File: src/rtl/bra_pkg.sv
/*
 * bra_pkg: register offsets, field positions, reset values and timing counts
 * for the board reset, abort and indicator block.
 * assumes a 25 MHz pclk and a 32-bit apb master.
 */
package bra_pkg;

    // ****************************************************************
    // clock and timing
    // ****************************************************************
    localparam int unsigned CLK_HZ          = 25000000;
    localparam int unsigned SYSRST_MIN_MS   = 200;
    // least time; CLK_HZ/1000 truncates, exact at 25 MHz
    localparam int unsigned SYSRST_CYC      = (CLK_HZ / 1000) * SYSRST_MIN_MS;
    localparam int unsigned LAMP_MIN_MS     = 50;
    localparam int unsigned LAMP_CYC        = (CLK_HZ / 1000) * LAMP_MIN_MS;
    localparam int unsigned ABORT_LEVEL_IRQ = 8;

    // ****************************************************************
    // register offsets (byte addresses)
    // ****************************************************************
    localparam logic [7:0] ADDR_MISC_CONTROL_REG  = 8'h00;
    localparam logic [7:0] ADDR_ABORT_CTL = 8'h04;
    localparam logic [7:0] ADDR_DEBOUNCE  = 8'h08;
    localparam logic [7:0] ADDR_STATUS    = 8'h0c;

    // ****************************************************************
    // field positions
    // ****************************************************************
    localparam int unsigned MISC_SYS_SW   = 0;
    localparam int unsigned MISC_LOCAL_SW = 1;
    localparam int unsigned ABT_ENABLE    = 0;
    localparam int unsigned ABT_LEVEL_LSB = 4;
    localparam int unsigned ABT_LEVEL_W   = 3;
    localparam int unsigned ST_PENDING    = 0;
    localparam int unsigned ST_SYSCON     = 1;
    localparam int unsigned ST_SYSRST_OUT = 2;
    localparam int unsigned ST_LOCAL_RST  = 3;
    localparam int unsigned ST_SW_STABLE  = 4;

    // ****************************************************************
    // reset values
    // ****************************************************************
    localparam logic [1:0]  MISC_RESET  = 2'h0;
    localparam logic [2:0]  LEVEL_RESET = 3'h7;
    localparam logic [15:0] DEB_RESET   = 16'h61a8;

    typedef enum logic [1:0] {
        SR_IDLE,
        SR_HOLD,
        SR_WAIT_RELEASE
    } bra_sysrst_state_type;

endpackage

File: src/rtl/bra_filter_if.sv
/*
 * bra_filter_if: carries the abort switch filter's settings and result
 * between the top module and its debounce filter.
 * assumes one clock domain, pclk.
 */
`timescale 1ns/1ps

interface bra_filter_if;
    logic [15:0] stable_cycles;
    logic        raw_n;
    logic        stable_level;
    logic        press_pulse;

    modport top (
        output stable_cycles,
        output raw_n,
        input  stable_level,
        input  press_pulse
    );
    modport filter (
        input  stable_cycles,
        input  raw_n,
        output stable_level,
        output press_pulse
    );
endinterface

File: src/rtl/bra_debounce.sv
/*
 * bra_debounce: contact-bounce filter for the abort pushbutton; gives one
 * pulse on the filtered press edge.
 * assumes raw_n is already synchronous to pclk, low while pressed.
 */
`timescale 1ns/1ps

module bra_debounce (
    input  wire logic pclk,
    input  wire logic presetn,
    bra_filter_if.filter fif
);

    typedef struct packed {
        logic [15:0] count;
        logic        last_raw;
        logic        stable;
        logic        pulse;
    } bra_deb_state_type;

    bra_deb_state_type state_reg;
    bra_deb_state_type state_next;

    // ****************************************************************
    // filter
    // ****************************************************************
    always_comb begin
        state_next          = state_reg;
        state_next.pulse    = 1'b0;
        state_next.last_raw = ~fif.raw_n;
        if (~fif.raw_n != state_reg.last_raw) begin
            state_next.count = 16'h0000;
        end else if (state_reg.count < fif.stable_cycles) begin
            state_next.count = state_reg.count + 16'h0001;
        end else if (state_reg.stable != state_reg.last_raw) begin
            // only the stable rising edge counts, bounce never reaches here
            state_next.stable = state_reg.last_raw;
            state_next.pulse  = state_reg.last_raw;
        end
    end

    always_ff @(posedge pclk or negedge presetn) begin
        if (!presetn) begin
            state_reg <= '0;
        end else begin
            state_reg <= state_next;
        end
    end

    assign fif.stable_level = state_reg.stable;
    assign fif.press_pulse  = state_reg.pulse;

    // ****************************************************************
    // checks
    // ****************************************************************
    property p_one_pulse;
        @(posedge pclk) disable iff (!presetn)
        state_reg.pulse |=> !state_reg.pulse;
    endproperty
    a_one_pulse: assert property (p_one_pulse)
        else $error("press pulse longer than one cycle");

    property p_pulse_needs_stable;
        @(posedge pclk) disable iff (!presetn)
        state_reg.pulse |-> $past(state_reg.count) >= $past(fif.stable_cycles);
    endproperty
    a_pulse_needs_stable: assert property (p_pulse_needs_stable)
        else $error("press accepted before input settled");

endmodule

File: src/rtl/bra_top.sv
/*
 * bra_top: board reset, abort interrupt and front panel lamp logic with an
 * apb register slave.
 * assumes all pin inputs synchronous to pclk; active-low pins carry _n.
 */
// The implementer's own choices: the placing of the registers and register access over APB.
// Operation
// - abort press interrupts only when enabled, at a software-set level
// - abort interrupt on isa irq line 8 and on a status io port bit
// - abort detected on a filtered edge, one event per press
// - reset button resets the board and, as controller, the backplane
// - as controller, sysreset from button, power-up, watchdog or software bit
// - backplane sysreset held at least 200 ms each time
// - local reset from button, power-up, watchdog, sysreset in or software bit
// - local reset works whether or not this board is controller
// - local reset holds while software keeps its control bit set
// - halt lamp lights on processor halt status
// - board fault lamp lights while board fault line is low
// - processor lamp lights while data bus busy is active
// - pci lamp lights while irdy is asserted
// - controller lamp lights while this board is system controller
`timescale 1ns/1ps

module bra_top #(
    parameter int unsigned SYSRST_CYCLES = bra_pkg::SYSRST_CYC,
    parameter int unsigned LAMP_CYCLES   = bra_pkg::LAMP_CYC
) (
    input  wire logic        pclk,
    input  wire logic        presetn,
    input  wire logic        psel,
    input  wire logic        penable,
    input  wire logic        pwrite,
    input  wire logic [7:0]  paddr,
    input  wire logic [31:0] pwdata,
    output logic      [31:0] prdata,
    output logic             pready,
    output logic             pslverr,
    input  wire logic        abort_button_n,
    input  wire logic        reset_button_n,
    input  wire logic        power_up_reset_n,
    input  wire logic        watchdog_reset_n,
    input  wire logic        sysreset_in_n,
    input  wire logic        system_controller,
    input  wire logic        cpu_halt,
    input  wire logic        board_fault_n,
    input  wire logic        data_bus_busy_n,
    input  wire logic        pci_irdy_n,
    output logic             isa_irq8_n,
    output logic [2:0]       abort_irq_level,
    output logic             status_io_port_bit,
    output logic             sysreset_out,
    output logic             sysreset_oe,
    output logic             local_reset_n,
    output logic             halt_indicator_lamp,
    output logic             board_fault_lamp,
    output logic             cpu_activity_lamp,
    output logic             pci_activity_lamp,
    output logic             controller_role_lamp
);

    typedef struct packed {
        logic [1:0]                 misc_control_reg;
        logic                       abort_enable;
        logic [2:0]                 abort_level;
        logic [15:0]                debounce_cycles;
        logic                       abort_pending;
        bra_pkg::bra_sysrst_state_type sr_state;
        logic [31:0]                sr_count;
        logic [31:0]                cpu_count;
        logic [31:0]                pci_count;
        logic [31:0]                prdata;
        logic                       pready;
        logic                       pslverr;
        logic                       irq_n;
        logic                       io_bit;
        logic                       sysrst;
        logic                       local_n;
        logic [4:0]                 lamps;
    } bra_top_state_type;

    bra_top_state_type state_reg;
    bra_top_state_type state_next;
    bra_filter_if      fif ();

    assign fif.stable_cycles = state_reg.debounce_cycles;
    assign fif.raw_n         = abort_button_n;

    bra_debounce u_debounce (
        .pclk    (pclk),
        .presetn (presetn),
        .fif     (fif)
    );

    // stretch counter: reload on activity, count down to zero
    function automatic logic [31:0] stretch(input logic active, input logic [31:0] cnt);
        if (active) begin
            return LAMP_CYCLES;
        end
        return (cnt != 32'h0) ? cnt - 32'h1 : 32'h0;
    endfunction

    logic global_cause;

    // ****************************************************************
    // next state
    // ****************************************************************
    always_comb begin
        state_next         = state_reg;
        state_next.pready  = 1'b0;
        state_next.pslverr = 1'b0;
        // causes that reach the backplane, only used as controller
        global_cause = ~reset_button_n | ~power_up_reset_n | ~watchdog_reset_n
                     | state_reg.misc_control_reg[bra_pkg::MISC_SYS_SW];

        // apb slave: answer in the cycle after setup, no wait states
        if (psel && !penable) begin
            state_next.pready = 1'b1;
            state_next.prdata = 32'h0;
            case (paddr)
                bra_pkg::ADDR_MISC_CONTROL_REG: begin
                    state_next.prdata[1:0] = state_reg.misc_control_reg;
                end
                bra_pkg::ADDR_ABORT_CTL: begin
                    state_next.prdata[bra_pkg::ABT_ENABLE] = state_reg.abort_enable;
                    state_next.prdata[bra_pkg::ABT_LEVEL_LSB +: bra_pkg::ABT_LEVEL_W] =
                        state_reg.abort_level;
                end
                bra_pkg::ADDR_DEBOUNCE: begin
                    state_next.prdata[15:0] = state_reg.debounce_cycles;
                end
                bra_pkg::ADDR_STATUS: begin
                    state_next.prdata[bra_pkg::ST_PENDING]    = state_reg.abort_pending;
                    state_next.prdata[bra_pkg::ST_SYSCON]     = system_controller;
                    state_next.prdata[bra_pkg::ST_SYSRST_OUT] = state_reg.sysrst;
                    state_next.prdata[bra_pkg::ST_LOCAL_RST]  = ~state_reg.local_n;
                    state_next.prdata[bra_pkg::ST_SW_STABLE]  = fif.stable_level;
                end
                default: begin
                    state_next.pslverr = 1'b1;
                end
            endcase
        end

        // writes take effect at the access edge
        if (psel && penable && pwrite && state_reg.pready && !state_reg.pslverr) begin
            case (paddr)
                bra_pkg::ADDR_MISC_CONTROL_REG: begin
                    state_next.misc_control_reg = pwdata[1:0];
                end
                bra_pkg::ADDR_ABORT_CTL: begin
                    state_next.abort_enable = pwdata[bra_pkg::ABT_ENABLE];
                    state_next.abort_level  =
                        pwdata[bra_pkg::ABT_LEVEL_LSB +: bra_pkg::ABT_LEVEL_W];
                end
                bra_pkg::ADDR_DEBOUNCE: begin
                    state_next.debounce_cycles = pwdata[15:0];
                end
                bra_pkg::ADDR_STATUS: begin
                    // write one to acknowledge the abort event
                    if (pwdata[bra_pkg::ST_PENDING]) begin
                        state_next.abort_pending = 1'b0;
                    end
                end
                default: begin
                    state_next.pslverr = 1'b0;
                end
            endcase
        end

        // set beats acknowledge in the same cycle
        if (fif.press_pulse && state_reg.abort_enable) begin
            state_next.abort_pending = 1'b1;
        end
        state_next.irq_n = ~state_reg.abort_pending;
        state_next.io_bit = state_reg.abort_pending;

        // backplane reset: pulse stretched to the minimum, released once causes end
        case (state_reg.sr_state)
            bra_pkg::SR_IDLE: begin
                if (global_cause && system_controller) begin
                    state_next.sr_state = bra_pkg::SR_HOLD;
                    state_next.sr_count = 32'h0;
                    state_next.sysrst   = 1'b1;
                end
            end
            bra_pkg::SR_HOLD: begin
                state_next.sr_count = state_reg.sr_count + 32'h1;
                if (state_reg.sr_count >= SYSRST_CYCLES - 2) begin
                    state_next.sr_state = bra_pkg::SR_WAIT_RELEASE;
                end
            end
            bra_pkg::SR_WAIT_RELEASE: begin
                if (!global_cause || !system_controller) begin
                    state_next.sr_state = bra_pkg::SR_IDLE;
                    state_next.sysrst   = 1'b0;
                end
            end
            default: begin
                state_next.sr_state = bra_pkg::SR_IDLE;
                state_next.sysrst   = 1'b0;
            end
        endcase

        // local reset regardless of controller role
        state_next.local_n = ~(~reset_button_n | ~power_up_reset_n | ~watchdog_reset_n
                             | ~sysreset_in_n
                             | state_reg.misc_control_reg[bra_pkg::MISC_LOCAL_SW]);

        state_next.cpu_count = stretch(~data_bus_busy_n, state_reg.cpu_count);
        state_next.pci_count = stretch(~pci_irdy_n, state_reg.pci_count);
        state_next.lamps[0]  = cpu_halt;
        state_next.lamps[1]  = ~board_fault_n;
        state_next.lamps[2]  = ~data_bus_busy_n | (state_reg.cpu_count != 32'h0);
        state_next.lamps[3]  = ~pci_irdy_n | (state_reg.pci_count != 32'h0);
        state_next.lamps[4]  = system_controller;
    end

    // ****************************************************************
    // registers
    // ****************************************************************
    always_ff @(posedge pclk or negedge presetn) begin
        if (!presetn) begin
            state_reg                  <= '0;
            state_reg.abort_level      <= bra_pkg::LEVEL_RESET;
            state_reg.debounce_cycles  <= bra_pkg::DEB_RESET;
            state_reg.misc_control_reg <= bra_pkg::MISC_RESET;
            state_reg.sr_state         <= bra_pkg::SR_IDLE;
            state_reg.irq_n            <= 1'b1;
            state_reg.local_n          <= 1'b0;
        end else begin
            state_reg <= state_next;
        end
    end

    assign prdata               = state_reg.prdata;
    assign pready               = state_reg.pready;
    assign pslverr              = state_reg.pslverr;
    assign isa_irq8_n           = state_reg.irq_n;
    assign status_io_port_bit   = state_reg.io_bit;
    assign abort_irq_level      = state_reg.abort_level;
    assign sysreset_out         = 1'b0;
    assign sysreset_oe          = state_reg.sysrst;
    assign local_reset_n        = state_reg.local_n;
    assign halt_indicator_lamp  = state_reg.lamps[0];
    assign board_fault_lamp     = state_reg.lamps[1];
    assign cpu_activity_lamp    = state_reg.lamps[2];
    assign pci_activity_lamp    = state_reg.lamps[3];
    assign controller_role_lamp = state_reg.lamps[4];

    // ****************************************************************
    // checks
    // ****************************************************************
    logic [31:0] sr_on_cnt;
    always_ff @(posedge pclk or negedge presetn) begin
        if (!presetn) begin
            sr_on_cnt <= 32'h0;
        end else begin
            sr_on_cnt <= state_reg.sysrst ? sr_on_cnt + 32'h1 : 32'h0;
        end
    end

    property p_sysrst_min;
        @(posedge pclk) disable iff (!presetn)
        $fell(state_reg.sysrst) |-> sr_on_cnt >= SYSRST_CYCLES;
    endproperty
    a_sysrst_min: assert property (p_sysrst_min)
        else $error("backplane reset released too early");

    property p_sysrst_start;
        @(posedge pclk) disable iff (!presetn)
        (!reset_button_n && system_controller && state_reg.sr_state == bra_pkg::SR_IDLE)
            |=> state_reg.sysrst;
    endproperty
    a_sysrst_start: assert property (p_sysrst_start)
        else $error("reset button did not drive backplane reset");

    property p_no_sysrst_non_ctrl;
        @(posedge pclk) disable iff (!presetn)
        (!system_controller && state_reg.sr_state == bra_pkg::SR_IDLE)
            |=> (!state_reg.sysrst && state_reg.sr_state == bra_pkg::SR_IDLE);
    endproperty
    a_no_sysrst_non_ctrl: assert property (p_no_sysrst_non_ctrl)
        else $error("backplane reset driven while not controller");

    property p_local_sw;
        @(posedge pclk) disable iff (!presetn)
        state_reg.misc_control_reg[bra_pkg::MISC_LOCAL_SW] |=> !local_reset_n;
    endproperty
    a_local_sw: assert property (p_local_sw)
        else $error("local reset released while software holds it");

    property p_local_sysrst_in;
        @(posedge pclk) disable iff (!presetn)
        !sysreset_in_n |=> !local_reset_n;
    endproperty
    a_local_sysrst_in: assert property (p_local_sysrst_in)
        else $error("incoming backplane reset missed locally");

    property p_irq_needs_enable;
        @(posedge pclk) disable iff (!presetn)
        (fif.press_pulse && !state_reg.abort_enable && !state_reg.abort_pending)
            |=> !state_reg.abort_pending;
    endproperty
    a_irq_needs_enable: assert property (p_irq_needs_enable)
        else $error("abort interrupt raised while disabled");

    property p_irq_follows;
        @(posedge pclk) disable iff (!presetn)
        (fif.press_pulse && state_reg.abort_enable) |=> ##1 (!isa_irq8_n && status_io_port_bit);
    endproperty
    a_irq_follows: assert property (p_irq_follows)
        else $error("abort interrupt not delivered");

    property p_lamp_stretch;
        @(posedge pclk) disable iff (!presetn)
        $rose(data_bus_busy_n) |=> cpu_activity_lamp [*2];
    endproperty
    a_lamp_stretch: assert property (p_lamp_stretch)
        else $error("processor lamp not stretched");

    property p_fault_lamp;
        @(posedge pclk) disable iff (!presetn)
        !board_fault_n |=> board_fault_lamp;
    endproperty
    a_fault_lamp: assert property (p_fault_lamp)
        else $error("board fault lamp dark during fault");

endmodule

File: config.mk
export PLATFORM = sky130hd
export DESIGN_NAME = bra_top
export DESIGN_NICKNAME = d
export VERILOG_FILES = /design/src/rtl/bra_pkg.sv /design/src/rtl/bra_filter_if.sv /design/src/rtl/bra_debounce.sv /design/src/rtl/bra_top.sv
export SDC_FILE = /design/constraint.sdc
export NUM_CORES = 1
export LEC_CHECK = 0
export BUFFER_PORTS_ARGS = -buffer_cell sky130_fd_sc_hd__buf_2
export CORE_MARGIN = 3
export CORE_UTILIZATION = 40
export DETAILED_ROUTE_END_ITERATION = 10
export GPL_ROUTABILITY_DRIVEN = 0
export PLACE_DENSITY = 0.63
export SETUP_SLACK_MARGIN = 0.05
export SLEW_MARGIN = 0
export SYNTH_ARGS = -nofsm -noshare
export SYNTH_HDL_FRONTEND = slang
export SYNTH_SLANG_ARGS = --single-unit
File: constraint.sdc
create_clock -name pclk -period 6.6 [get_ports pclk]
set_clock_uncertainty 0.15 [all_clocks]
set_input_delay 0.66 -clock pclk [delete_from_list [all_inputs] [get_ports pclk]]
set_output_delay 0.66 -clock pclk [all_outputs]
set_load 0.005 [all_outputs]
* Word-level counts from Yosys, hierarchy flattened
Cells that the tools add are included.
W data, S select, Z words.
** Storage, ports and cells
- Output and inout port bits :: 47
- Bits in registers :: 167
- Logic and storage cells :: 119
- Input port bits :: 55
** Cells by class
- Reductions and logical operators :: 30
- Add/sub/neg operators :: 4
- Multiplexer cells :: 31
- Magnitude comparators :: 2
- Equal/unequal tests :: 10
- Bitwise gates (word level) :: 21
** Operator list (count)
- $mux W32 :: 4
- $pmux W32 S2 :: 1
- $reduce_bool A32 Y1 :: 2
- $sub A32 B1 Y32 const B :: 2
- $mux W34 :: 1
- $add A32 B1 Y32 const B :: 1
- $ge A32 B23 Y1 const B :: 1
- $mux W16 :: 2
- $add A16 B1 Y16 const B :: 1
- $eq A8 B4 Y1 const B :: 2
- $lt A16 B16 Y1 :: 1
- $not A1 Y1 :: 14
- $mux W1 :: 12
- $reduce_and A3 Y1 :: 4
- $reduce_bool A2 Y1 :: 5
- $mux W9 :: 1
- $pmux W1 S3 :: 3
- $eq A8 B3 Y1 const B :: 1
- $logic_not A8 Y1 :: 1
- $pmux W2 S2 :: 2
- $reduce_and A2 Y1 :: 4
- $logic_and A1 B1 Y1 :: 7
- $or A1 B1 Y1 :: 7
- $mux W2 :: 3
- 10 further kinds :: 16

* Longest topological paths before layout
Gate-level depths: netlist of the first run.
- Depth in word-level cells :: 8
- Mapped depth :: 10
- Gate-level depth less buffers :: 8

* By module
A second synthesis of the first run with hierarchy kept.
** Second synthesis, totals
- Cells, all modules :: 901
- Area, all modules :: 8852.2 µm²
** By module, submodules not included
- bra_top :: cells each 729, sequential area each 3716.1 µm², instances 1, area an instance 7324.5 µm²
- bra_debounce :: cells each 172, sequential area each 475.5 µm², instances 1, area an instance 1527.7 µm²

* Worst setup path after synthesis of the first run
OpenSTA, ideal clock, no wires.
- Path type :: register to register
- Start :: reg state_reg (netlist bit fif.stable_cycles[14])
- End :: reg u_debounce.state_reg[4] (netlist name)
- Required time :: 6318 ps
- Arrival :: 2437 ps
- Path slack :: 3881 ps
- Buffers on the path :: 2
- Period minus slack after synthesis :: 2719 ps
- Stages on the path, launching flop included :: 11
- Library setup time :: 132 ps
- Cell sequence :: dfstp_2 -> inv_1 -> ha_1 -> nand4_1 -> nor3_1 -> or4b_1 -> nand3_1 -> clkbuf_1 -> buf_2 -> mux2i_1 -> nor2_1
** On the way
- Cells in the longest elaborated chain, start to end :: 2
** Ends and longest elaborated chain
- start, declared :: RTL line bra_top.sv:81 : bra_top_state_type state_reg;
- start signal, assigned :: RTL line bra_top.sv:231 : state_reg <= state_next;
- $lt A16 B16 Y1 :: RTL line bra_debounce.sv:33 : end else if (state_reg.count < fif.stable_cycles) begin
- $reduce_bool A2 Y1 (no source line)
- end signal, assigned :: RTL line bra_debounce.sv:46 : state_reg <= state_next;
- end, declared :: RTL line bra_debounce.sv:21 : bra_deb_state_type state_reg;
No other way between the ends.
A chain may end at the register's enable or synchronous reset.

* Final worst setup path of the first run
- Start :: reg state_reg (netlist bit fif.stable_cycles[7])
- End :: reg u_debounce.state_reg[8] (netlist name)
Same word-level chain as after synthesis.

==> results of run 1 <==
[kinds of logic (layout without fill, tap and decap cells)]
kind of cell	Yosys count	count (layout)	share of synthesized area [%]
AOI/OAI and AO/OA	120	120	8.44
xor gates and xnor gates	79	79	8.22
adders and majority gates	21	21	3.12
buffers and inverters	94	130	6.03
DFF	167	167	49.8
muxes	12	12	1.68
other	1	20	0.0445
and+or+nand+nor	379	379	22.7
[power by group through the flow]
| stage | Combinational [uW] | Clock (uW) | Sequential (uW) |
|---|---|---|---|
| floorplan | 121 | 0 | 1120 |
| global route | 195 | 1040 | 1130 |
| global placement | 168 | 0 | 1140 |
| detailed placement | 171 | 0 | 1140 |
| finish | 168 | 972 | 1120 |
| CTS | 172 | 995 | 1120 |
[placed cells by master, fill, tap and decap left out, types with 3 or more instances in the layout]
cell and instances:
sky130_fd_sc_hd__buf_4 4, sky130_fd_sc_hd__clkbuf_1 4, sky130_fd_sc_hd__clkbuf_16 17, sky130_fd_sc_hd__nor4_1 17, sky130_fd_sc_hd__or4_1 16, sky130_fd_sc_hd__nor4_2 4, sky130_fd_sc_hd__nand2_1 88, sky130_fd_sc_hd__clkinv_2 5
sky130_fd_sc_hd__nand3_1 37, sky130_fd_sc_hd__and2_1 4, sky130_fd_sc_hd__nand4b_1 3, sky130_fd_sc_hd__nand2b_1 5, sky130_fd_sc_hd__nor2b_1 5, sky130_fd_sc_hd__xnor2_1 43, sky130_fd_sc_hd__buf_2 67, sky130_fd_sc_hd__conb_1 17
sky130_fd_sc_hd__nor3_1 21, sky130_fd_sc_hd__and4_1 7, sky130_fd_sc_hd__nor2_1 113, sky130_fd_sc_hd__ha_1 21, sky130_fd_sc_hd__nand3b_1 4, sky130_fd_sc_hd__dfstp_2 10, sky130_fd_sc_hd__xor2_1 36, sky130_fd_sc_hd__a21oi_1 27
sky130_fd_sc_hd__o31ai_1 12, sky130_fd_sc_hd__mux2_2 7, sky130_fd_sc_hd__inv_1 26, sky130_fd_sc_hd__or2_2 3, sky130_fd_sc_hd__nand4_1 14, sky130_fd_sc_hd__and3_1 16, sky130_fd_sc_hd__or3_1 10, sky130_fd_sc_hd__o41ai_1 4
sky130_fd_sc_hd__mux2i_1 4, sky130_fd_sc_hd__dfrtp_1 157, sky130_fd_sc_hd__o21ai_0 56, sky130_fd_sc_hd__diode_2 3
[stage by stage]
step	area (um2)	setup slack, ns	hold WS [ns]
CTS	9370	3.48	0.204
global route	9370	3.21	0.202
detailed placement	8800	3.51	0.257
global placement	8800	3.56	0.253
finish	9370	3.49	0.202
floorplan	8480	3.88	0.214
[cell type report]
type / count / share of cell area [%]
tap: 270 / 3.60
clock buffer: 23 / 4.99
sequential: 167 / 44.7
inverter: 26 / 1.04
multi-input combinational: 628 / 40.5
timing repair buffer: 72 / 4.02
antenna: 3 / 0.0801
clock inverter: 9 / 1.07
[worst max-delay path, delay by kind of cell, from the launching register on]
kind            cells  cell delay, ns
buf+inv             1            0.06
flops               1            0.53
fa+ha+maj           1            0.32
compound gates      4            0.72
simple gates        2            1.25
[routing by layer]
layer  GRT usage (%)  vias up  routed length, um
met3            4.10       21                715
met4            4.67        2                255
met2            24.8       93               7930
met1            22.5     2930               8490
met5               0        -                 11
li1                -     3045                  -
[how the worst max path moves through the flow]
stage                                     start  slack [ns]                        to
final                      fif.stable_cycles[7]        3.49   u_debounce.state_reg[8]
after detailed placement   fif.stable_cycles[7]        3.51  u_debounce.state_reg[15]
after global routing       fif.stable_cycles[7]        3.21   u_debounce.state_reg[9]
after CTS                  fif.stable_cycles[7]        3.48  u_debounce.state_reg[15]
after global placement     fif.stable_cycles[7]        3.56  u_debounce.state_reg[15]
after floorplan           fif.stable_cycles[14]        3.88   u_debounce.state_reg[4]
==> impl_metrics.yaml, run 1 <==
sta:
  final.period_utilization_pct: 47.2
  achievable-frequency_ghz: 0.321
  grt_setup_unrepaired: "no"
  final-setup-viol-count: 0
  tightestPinTransition_ns: 1.08
  post-route-min-period_ns: 3.11
  hold_violations: 0
  finalSetupTns_ns: 0
  final_max_slew_viol_count: 0
  maxSlewHeadroom_pct: 27.7
layout:
  largest_register_ffs: 101
  multi_input_area_mm2: 0.00379
  fin_nets: 988
  num-fill-cells: 2000
  seq_area_mm2: 0.00419
  area_growth_syn_to_layout_pct: 11.3
  layout.cells.non_filler: 1198
  final_layout_size_suffix_gt1_share_pct: 14.7
  fin_util_pct: 45.9
floorplanning:
  dieWidth_um: 151
  fp.dieH_um: 151
  floorplan.die_area_mm2: 0.0228
  initial_core_util_pct: 41.2
  core.rowCount: 52
  io_pins: 102
  placeable_core_region_mm2: 0.0204
routing:
  route.detailed.drc: 0
  first_iter_violations: 328
  detailedRoute.firstPassIterationCount: 5
  drt-wirelength-per-cell_um: 14.5
  avgViaCountPerCell: 5.08
  ant_nets: 0
  num_vias: 6091
  postRouteWirelength_mm: 17.4
run:
  max-cap-violations: 0
placed_design:
  placed_cells_incl_taps: 1163
  detailed_place_hpwl_mm: 12.0
  portBuffers: 68
critical_path:
  worst-path-max-fanout: 21
  regToRegEndpoint: "u_debounce.state_reg[8]"
  setup.worst_path.class: "flip-flop to flip-flop"
  crit_top_cell: "sky130_fd_sc_hd__a21oi_1"
  r2r.worst_path.cells: 8
  worst_ep_arrival_time_ns: 3.31
  cp_slowest_cell: "sky130_fd_sc_hd__or4_1"
  worstPathCellList: "inv_1, ha_1, a21oi_1, o21ai_0, a21oi_1, nand3_1, or4_1, a21oi_1"
  worst_ep_required_time_ns: 6.80
  cpPeakStageDelay_ns: 0.69
  r2r_slack_ns: 3.49
  startpoint_type: "flip-flop"
  end_kind: "flip-flop"
  timing.rr.start: "fif.stable_cycles[7]"
power:
  p_int_uw: 1710
  totalPowerFinal_uw: 2260
  part_of_the_total_power_dissipated_in_combinational_logic_pct: 7.4
  share_clk_of_total_power_pct: 43.0
  ir_worst_vdd_uv: 138
  power.share.sequential_pct: 49.5
  power_switching_share_pct: 24.2
  leakage_uw: 0.00422
  power.net_switching_uw: 547
  power.density_mw_per_mm2: 241
synth:
  synth.lib_cells_used.distinct: 59
  avgSynthCellArea_um2: 9.65
  synth_edf_count: 0
  synthMostInstantiatedCell: "sky130_fd_sc_hd__dfrtp_1"
  post_synth_inst_count: 873
  synthesis.area_mm2: 0.00842
  yosysTopAreaCell: "sky130_fd_sc_hd__dfrtp_1"
  synth_top_flop_cell: "sky130_fd_sc_hd__dfrtp_1"
  ys_top_cells_by_area: "sky130_fd_sc_hd__dfrtp_1, sky130_fd_sc_hd__nor2_1, sky130_fd_sc_hd__xnor2_1"
  netlist_top_cells_count: "sky130_fd_sc_hd__dfrtp_1, sky130_fd_sc_hd__nor2_1, sky130_fd_sc_hd__nand2_1"
  share_of_the_synthesized_area_in_the_top_cell_type_pct: 46.7
  synth_async_sr_flop_share_pct: 100
  ys.warnings.count: 0
  synth-seq-area-share_pct: 49.8
  ys_seq_elements: 167
clock_tree:
  clock_tree_from_tritoncts: "yes"
  clock-sinks: 167
  cts_buffers: 17
  cts.clk_slew.worst_paths_ns: 0.06
  clk_path_buf_depth: 2
  htree_num_levels: 4
  post_cts_buffers: 0
  worst_skew_pair.late_latency_ns: 0.43
  post_cts_resized: 0
  root_buffer_selected_by_cts: "sky130_fd_sc_hd__clkbuf_16"
  hold_buffers: 0
grt:
  antenna_found_initial: 3
  first_global_vias: 5837
  grt_first_pass_wirelength_mm: 29.2
  grt_max_degree: 99
  gr-usage-all-layers_pct: 16.1
  global_route.overflow_total: 0
hold_path:
  holdCritPathClass: "primary input to asynchronous set/reset pin"
run_status:
  run_status: "complete, no violations"
(Power assumes the default switching activity.)
==> inputs of run 2 (changes only) <==
Settings changed: PLACE_DENSITY 0.63 to 0.66.
Clock period 6.6 ns to 2.56 ns, I/O delays scaled along.
==> run 2 against run 1 <==
Compared with the run above:
- cell count increased by 5.6%
- largest power group unchanged
- first-iteration DRC count is 19% higher
- hold slack worse by 0.094 ns
- flip-flop and latch count is the same
- combinational power rose to 3.1 times the previous value
- register-to-register slack got worse by 3.4 ns
- critical path depth increased by 1
- core utilization up 4.5 points
- sequential share of layout area fell by 4.0 points
- highest routed layer is now met4
- critical path type unchanged
- fmax rose by 24%
==> impl_metrics.yaml, run 2 (synthesis gave the netlist of run 1 again) <==
grt:
  global_route.overflow_total: 0
  gr-usage-all-layers_pct: 17.4
  grt_max_degree: 110
  first_global_vias: 6384
  antenna_found_initial: 0
  grt_first_pass_wirelength_mm: 31.5
clock_tree:
  clock_tree_from_tritoncts: "yes"
  htree_num_levels: 4
  clock-sinks: 167
  cts_buffers: 17
  root_buffer_selected_by_cts: "sky130_fd_sc_hd__clkbuf_16"
  worst_skew_pair.late_latency_ns: 0.43
  cts.clk_slew.worst_paths_ns: 0.06
  clk_path_buf_depth: 2
layout:
  antennaDiodeCount: 0
  layout.cells.most_common: "sky130_fd_sc_hd__dfrtp_1"
  largest_register_ffs: 101
  seq_area_mm2: 0.00419
  fin_util_pct: 50.4
  num-fill-cells: 1839
  multi_input_area_mm2: 0.00405
  post-route-cell-area_mm2: 0.0103
  fin_nets: 1058
  area_growth_syn_to_layout_pct: 22.2
  most-common-layout-cells: "sky130_fd_sc_hd__dfrtp_1, sky130_fd_sc_hd__nor2_1, sky130_fd_sc_hd__nand2_1"
  final_layout_size_suffix_gt1_share_pct: 21.5
critical_path:
  regToRegEndpoint: "u_debounce.fif.stable_level"
  worst-path-max-fanout: 4
  end_kind: "flip-flop"
  startpoint_type: "flip-flop"
  r2r.worst_path.cells: 9
  worst_ep_arrival_time_ns: 2.67
  r2r_slack_ns: 0.05
  setup.worst_path.class: "flip-flop to flip-flop"
  timing.rr.start: "fif.stable_cycles[13]"
  worst_ep_required_time_ns: 2.73
sta:
  final_max_slew_viol_count: 0
  grt_setup_unrepaired: "yes"
  post-route-min-period_ns: 2.51
  final-setup-viol-count: 0
  hold_slack_ns: 0.108
  tightestPinTransition_ns: 0.650
  achievable-frequency_ghz: 0.399
  hold_violations: 0
  maxSlewHeadroom_pct: 56.7
  final.period_utilization_pct: 97.9
  worst_slack_ns: 0.0543
routing:
  ant_nets: 0
  first_iter_violations: 391
  route.detailed.drc: 0
  drt-wirelength-per-cell_um: 15.2
  num_vias: 6565
  postRouteWirelength_mm: 19.3
  avgViaCountPerCell: 5.19
  detailedRoute.firstPassIterationCount: 8
floorplanning:
  io_pins: 102
  dieWidth_um: 151
  core.rowCount: 52
  placeable_core_region_mm2: 0.0204
  fp.dieH_um: 151
  floorplan.die_area_mm2: 0.0228
  initial_core_util_pct: 41.2
hold_path:
  whs_path_depth: 3
  holdCritPathClass: "primary input to flip-flop"
  hold_path_end: "prdata[4]"
  worst_hold_startpoint: "paddr[3]"
power:
  power.density_mw_per_mm2: 596
  ir_worst_vdd_uv: 428
  leakage_uw: 0.00463
placed_design:
  instance_area_at_placement_mm2: 0.00910
  placement.setup.worst_slack_ns: -0.103
  portBuffers: 68
  detailed_place_hpwl_mm: 12.7
run_status:
  run_status: "complete, no violations"
run:
  max-cap-violations: 0
run 2: worst max-delay path: stages, from the launching register on:
cell	delay [ns]
sky130_fd_sc_hd__dfstp_2	0.54
sky130_fd_sc_hd__inv_2	0.05
sky130_fd_sc_hd__ha_4	0.26
sky130_fd_sc_hd__nand4_1	0.11
sky130_fd_sc_hd__nor3_2	0.16
sky130_fd_sc_hd__or4b_4	0.56
sky130_fd_sc_hd__buf_6	0.16
sky130_fd_sc_hd__a31oi_4	0.17
sky130_fd_sc_hd__a21oi_2	0.07
sky130_fd_sc_hd__o21a_1	0.17
run 2: timing repair:
| item | CTS | global route |
|---|---|---|
| buffers inserted | 4 | 3 |
| cloned | 1 | 1 |
| gates resized for setup | 13 | 36 |
| pin swaps | 6 | 12 |
| hold buffers | 26 | 0 |
| endpoints found under the hold margin | 204 | 0 |
| endpoints found under the setup margin | 17 | 75 |
run 2: worst max path at each step:
stage | from | to | slack [ns] | cells after the start
after floorplan | state_reg[66] | state_reg[66] | 0.05 | 7
after global placement | fif.stable_cycles[14] | u_debounce.state_reg[4] | -0.05 | 9
after detailed placement | fif.stable_cycles[13] | u_debounce.state_reg[4] | -0.10 | 9
after CTS | fif.stable_cycles[7] | u_debounce.state_reg[17] | 0.05 | 9
after global routing | fif.stable_cycles[13] | u_debounce.fif.stable_level | -0.05 | 9
final | fif.stable_cycles[13] | u_debounce.fif.stable_level | 0.05 | 9
run 2: stage by stage:
stage / cells / power, uW / TNS, ns
2_1_floorplan: 889 / 3210 / 0
3_3_place_gp: 1198 / 3390 / -0.319
3_5_place_dp: 1198 / 3410 / -0.823
4_1_cts: 1261 / 6180 / 0
5_1_grt: 1265 / 6410 / -0.143
6_report: 1265 / 6140 / 0
run 2: layout make-up:
cell class	instances	area share (%)
flip-flops and latches	167	40.7
multi-input cells	630	39.3
repair buffers	140	9.68
clock buffers	22	4.41
well taps	270	3.28
clock inverters	10	1.63
inverters	26	0.948
run 2: where the power goes:
group          internal, uW  leakage (uW)  switching, uW
logic                   233       0.00224            290
clock network          1670      0.000300           1060
registers              2760       0.00209            126
run 2: routing by layer:
metal | GRT usage (%) | part of all wire [%]
met1 | 24.3 | 47
met2 | 27.0 | 48
met3 | 4.19 | 3.9
met4 | 5.26 | 1.3
met5 | 0 | 0
==> inputs of run 3 (changes only) <==
==> constraint.sdc (replaced) <==
create_clock -name pclk -period 2.56 [get_ports pclk]
set_clock_uncertainty 0.15 [all_clocks]
set_input_delay 0.128 -clock pclk [delete_from_list [all_inputs] [get_ports pclk]]
set_output_delay 0.128 -clock pclk [all_outputs]
set_load 0.005 [all_outputs]
==> run 3 against run 2 <==
Compared with the run above:
- the flow now finishes with violations (negative setup slack)
- hold slack got worse by 0.096 ns
- sequential share of layout area decreased by 0.42 points
- die area unchanged
- sequential power about the same
- critical path depth increased by 1
- critical path type unchanged
- register-to-register slack got worse by 0.09 ns
- first-iteration DRC count decreased by 24%
- core utilization increased by 0.52 points
- worst setup slack got worse by 0.088 ns
- combinational power increased by 1%
==> impl_metrics.yaml, run 3 (synthesis gave the netlist of run 1 again) <==
routing:
  route.detailed.drc: 0
  ant_nets: 0
  num_vias: 6545
  avgViaCountPerCell: 5.15
  first_iter_violations: 299
  postRouteWirelength_mm: 19.2
  drt-wirelength-per-cell_um: 15.1
  detailedRoute.firstPassIterationCount: 5
layout:
  num-fill-cells: 1852
  most-common-layout-cells: "sky130_fd_sc_hd__dfrtp_1, sky130_fd_sc_hd__nor2_1, sky130_fd_sc_hd__nand2_1"
  largest_register_ffs: 101
  area_growth_syn_to_layout_pct: 23.5
  layout.cells.most_common: "sky130_fd_sc_hd__dfrtp_1"
  fin_nets: 1061
  layout.cells.non_filler: 1271
  final_layout_size_suffix_gt1_share_pct: 22.3
floorplanning:
  core.rowCount: 52
  floorplan.die_area_mm2: 0.0228
  placeable_core_region_mm2: 0.0204
  initial_core_util_pct: 41.2
  io_pins: 102
  fp.dieH_um: 151
  dieWidth_um: 151
critical_path:
  worst_ep_required_time_ns: 2.75
  worstPathCellList: "inv_2, ha_4, nand4_1, nor3_2, or4b_4, buf_6, nand3_4, buf_6, o31ai_2, a21oi_1"
  worst_ep_arrival_time_ns: 2.78
  cp_slowest_cell: "sky130_fd_sc_hd__or4b_4"
  setup.worst_path.class: "flip-flop to flip-flop"
  cpPeakStageDelay_ns: 0.54
  critical-path-top-delay-family: "simple AND/OR/NAND/NOR gates"
  worst-path-max-fanout: 7
  end_kind: "flip-flop"
  worstPathBufferInverterCount: 3
  startpoint_type: "flip-flop"
  crit_top_cell: "sky130_fd_sc_hd__buf_6"
clock_tree:
  clock-sinks: 167
  clk_path_buf_depth: 2
  worst_skew_pair.late_latency_ns: 0.42
  clock_tree_from_tritoncts: "yes"
  cts.clk_slew.worst_paths_ns: 0.06
  cts_buffers: 17
  root_buffer_selected_by_cts: "sky130_fd_sc_hd__clkbuf_16"
  htree_num_levels: 4
sta:
  final-setup-viol-count: 1
  final_max_slew_viol_count: 0
  hold_violations: 0
  grt_setup_unrepaired: "yes"
  tightestPinTransition_ns: 1.03
  maxSlewHeadroom_pct: 30.7
  final.period_utilization_pct: 101
  post-route-min-period_ns: 2.59
  achievable-frequency_ghz: 0.386
  worst_slack_ns: -0.0339
grt:
  antenna_found_initial: 2
  global_route.overflow_total: 0
  gr-usage-all-layers_pct: 17.0
  grt_max_degree: 70
  grt_first_pass_wirelength_mm: 31.1
  first_global_vias: 6315
hold_path:
  holdCritPathClass: "primary input to asynchronous set/reset pin"
placed_design:
  placed_cells_incl_taps: 1196
  portBuffers: 68
  detailed_place_hpwl_mm: 12.7
power:
  ir_worst_vdd_uv: 435
  leakage_uw: 0.00465
  power.density_mw_per_mm2: 591
  totalPowerFinal_uw: 6140
run_status:
  violations_in_the_final_reports: "negative setup slack"
  run_status: "complete, but fails checks"
run:
  max-cap-violations: 0
## run 3: cell types whose count changed in the layout (fill, tap and decap cells not counted), moves of 3 or more
cell and change:
sky130_fd_sc_hd__a21oi_2 -4, sky130_fd_sc_hd__nor4_2 +4, sky130_fd_sc_hd__diode_2 +3, sky130_fd_sc_hd__nor4_1 -3
## run 3: layout make-up
cell class | instances | area, um2 | area share [%]
diodes | 3 | 7.51 | 0.0722
clock buffers | 22 | 464 | 4.46
clock inverters | 10 | 168 | 1.61
inverters | 26 | 97.6 | 0.939
multi-input cells | 630 | 4100 | 39.4
flip-flops and latches | 167 | 4190 | 40.3
well taps | 270 | 338 | 3.25
repair buffers | 143 | 1040 | 9.97
## run 3: layer usage
| metal | vias to the layer above | part of all wire (%) | track usage [%] |
|---|---|---|---|
| met4 | 0 | 1.3 | 4.76 |
| met5 | - | 0 | 0 |
| met2 | 120 | 48 | 27.0 |
| met1 | 3192 | 46 | 23.8 |
| met3 | 19 | 4.1 | 3.53 |
| li1 | 3214 | - | - |
## run 3: what timing repair did
action / CTS / global route
pin swaps: 4 / 23
endpoints found under the hold margin: 210 / 0
cloned: 0 / 2
buffers inserted: 2 / 9
hold buffers: 27 / 0
gates resized for setup: 5 / 53
setup endpoints to repair: 17 / 81
## run 3: stage by stage
| stage | TNS, ns | util (%) | worst slack [ns] | cell area [um2] | hold slack, ns |
|---|---|---|---|---|---|
| final | -0.0339 | 50.9 | -0.0339 | 10400 | 0.0116 |
| after global routing | -1.86 | 50.9 | -0.191 | 10400 | 0.0249 |
| after CTS | 0 | 49.1 | 0.0405 | 10000 | 0.00462 |
| after detailed placement | -0.320 | 44.5 | -0.0771 | 9080 | -0.108 |
| after global placement | -0.0647 | 44.5 | -0.0504 | 9080 | -0.111 |
| after floorplan | 0 | - | 0.0537 | 8510 | -0.318 |
## run 3: worst register-to-register path: stages (launching register included)
cell and delay (ns):
sky130_fd_sc_hd__dfstp_2 0.53, sky130_fd_sc_hd__inv_2 0.05, sky130_fd_sc_hd__ha_4 0.26, sky130_fd_sc_hd__nand4_1 0.14, sky130_fd_sc_hd__nor3_2 0.23, sky130_fd_sc_hd__or4b_4 0.54
sky130_fd_sc_hd__buf_6 0.15, sky130_fd_sc_hd__nand3_4 0.12, sky130_fd_sc_hd__buf_6 0.11, sky130_fd_sc_hd__o31ai_2 0.06, sky130_fd_sc_hd__a21oi_1 0.18
## run 3: path summary, 6_finish.rpt
kind / start / end / slack (ns) / depth (start not counted)
hold reg to reg: state_next[7] / status_io_port_bit / 0.26 / 0
setup / recovery: fif.stable_cycles[14] / u_debounce.state_reg[9] / -0.03 / 10
setup reg to reg: fif.stable_cycles[14] / u_debounce.state_reg[9] / -0.03 / 10
hold / removal: presetn / state_reg[68] / 0.01 / 2
min in group pclk: paddr[0] / pslverr / 0.02 / 4
max in group asynchronous: presetn / fif.stable_cycles[3] / 1.54 / 3
## run 3: report_power, final
group          internal, uW  switching [uW]  leakage [uW]
combinational           242             288       0.00225
sequential             2760             128       0.00209
clock                  1690            1030      0.000305
total                  4700            1450       0.00465
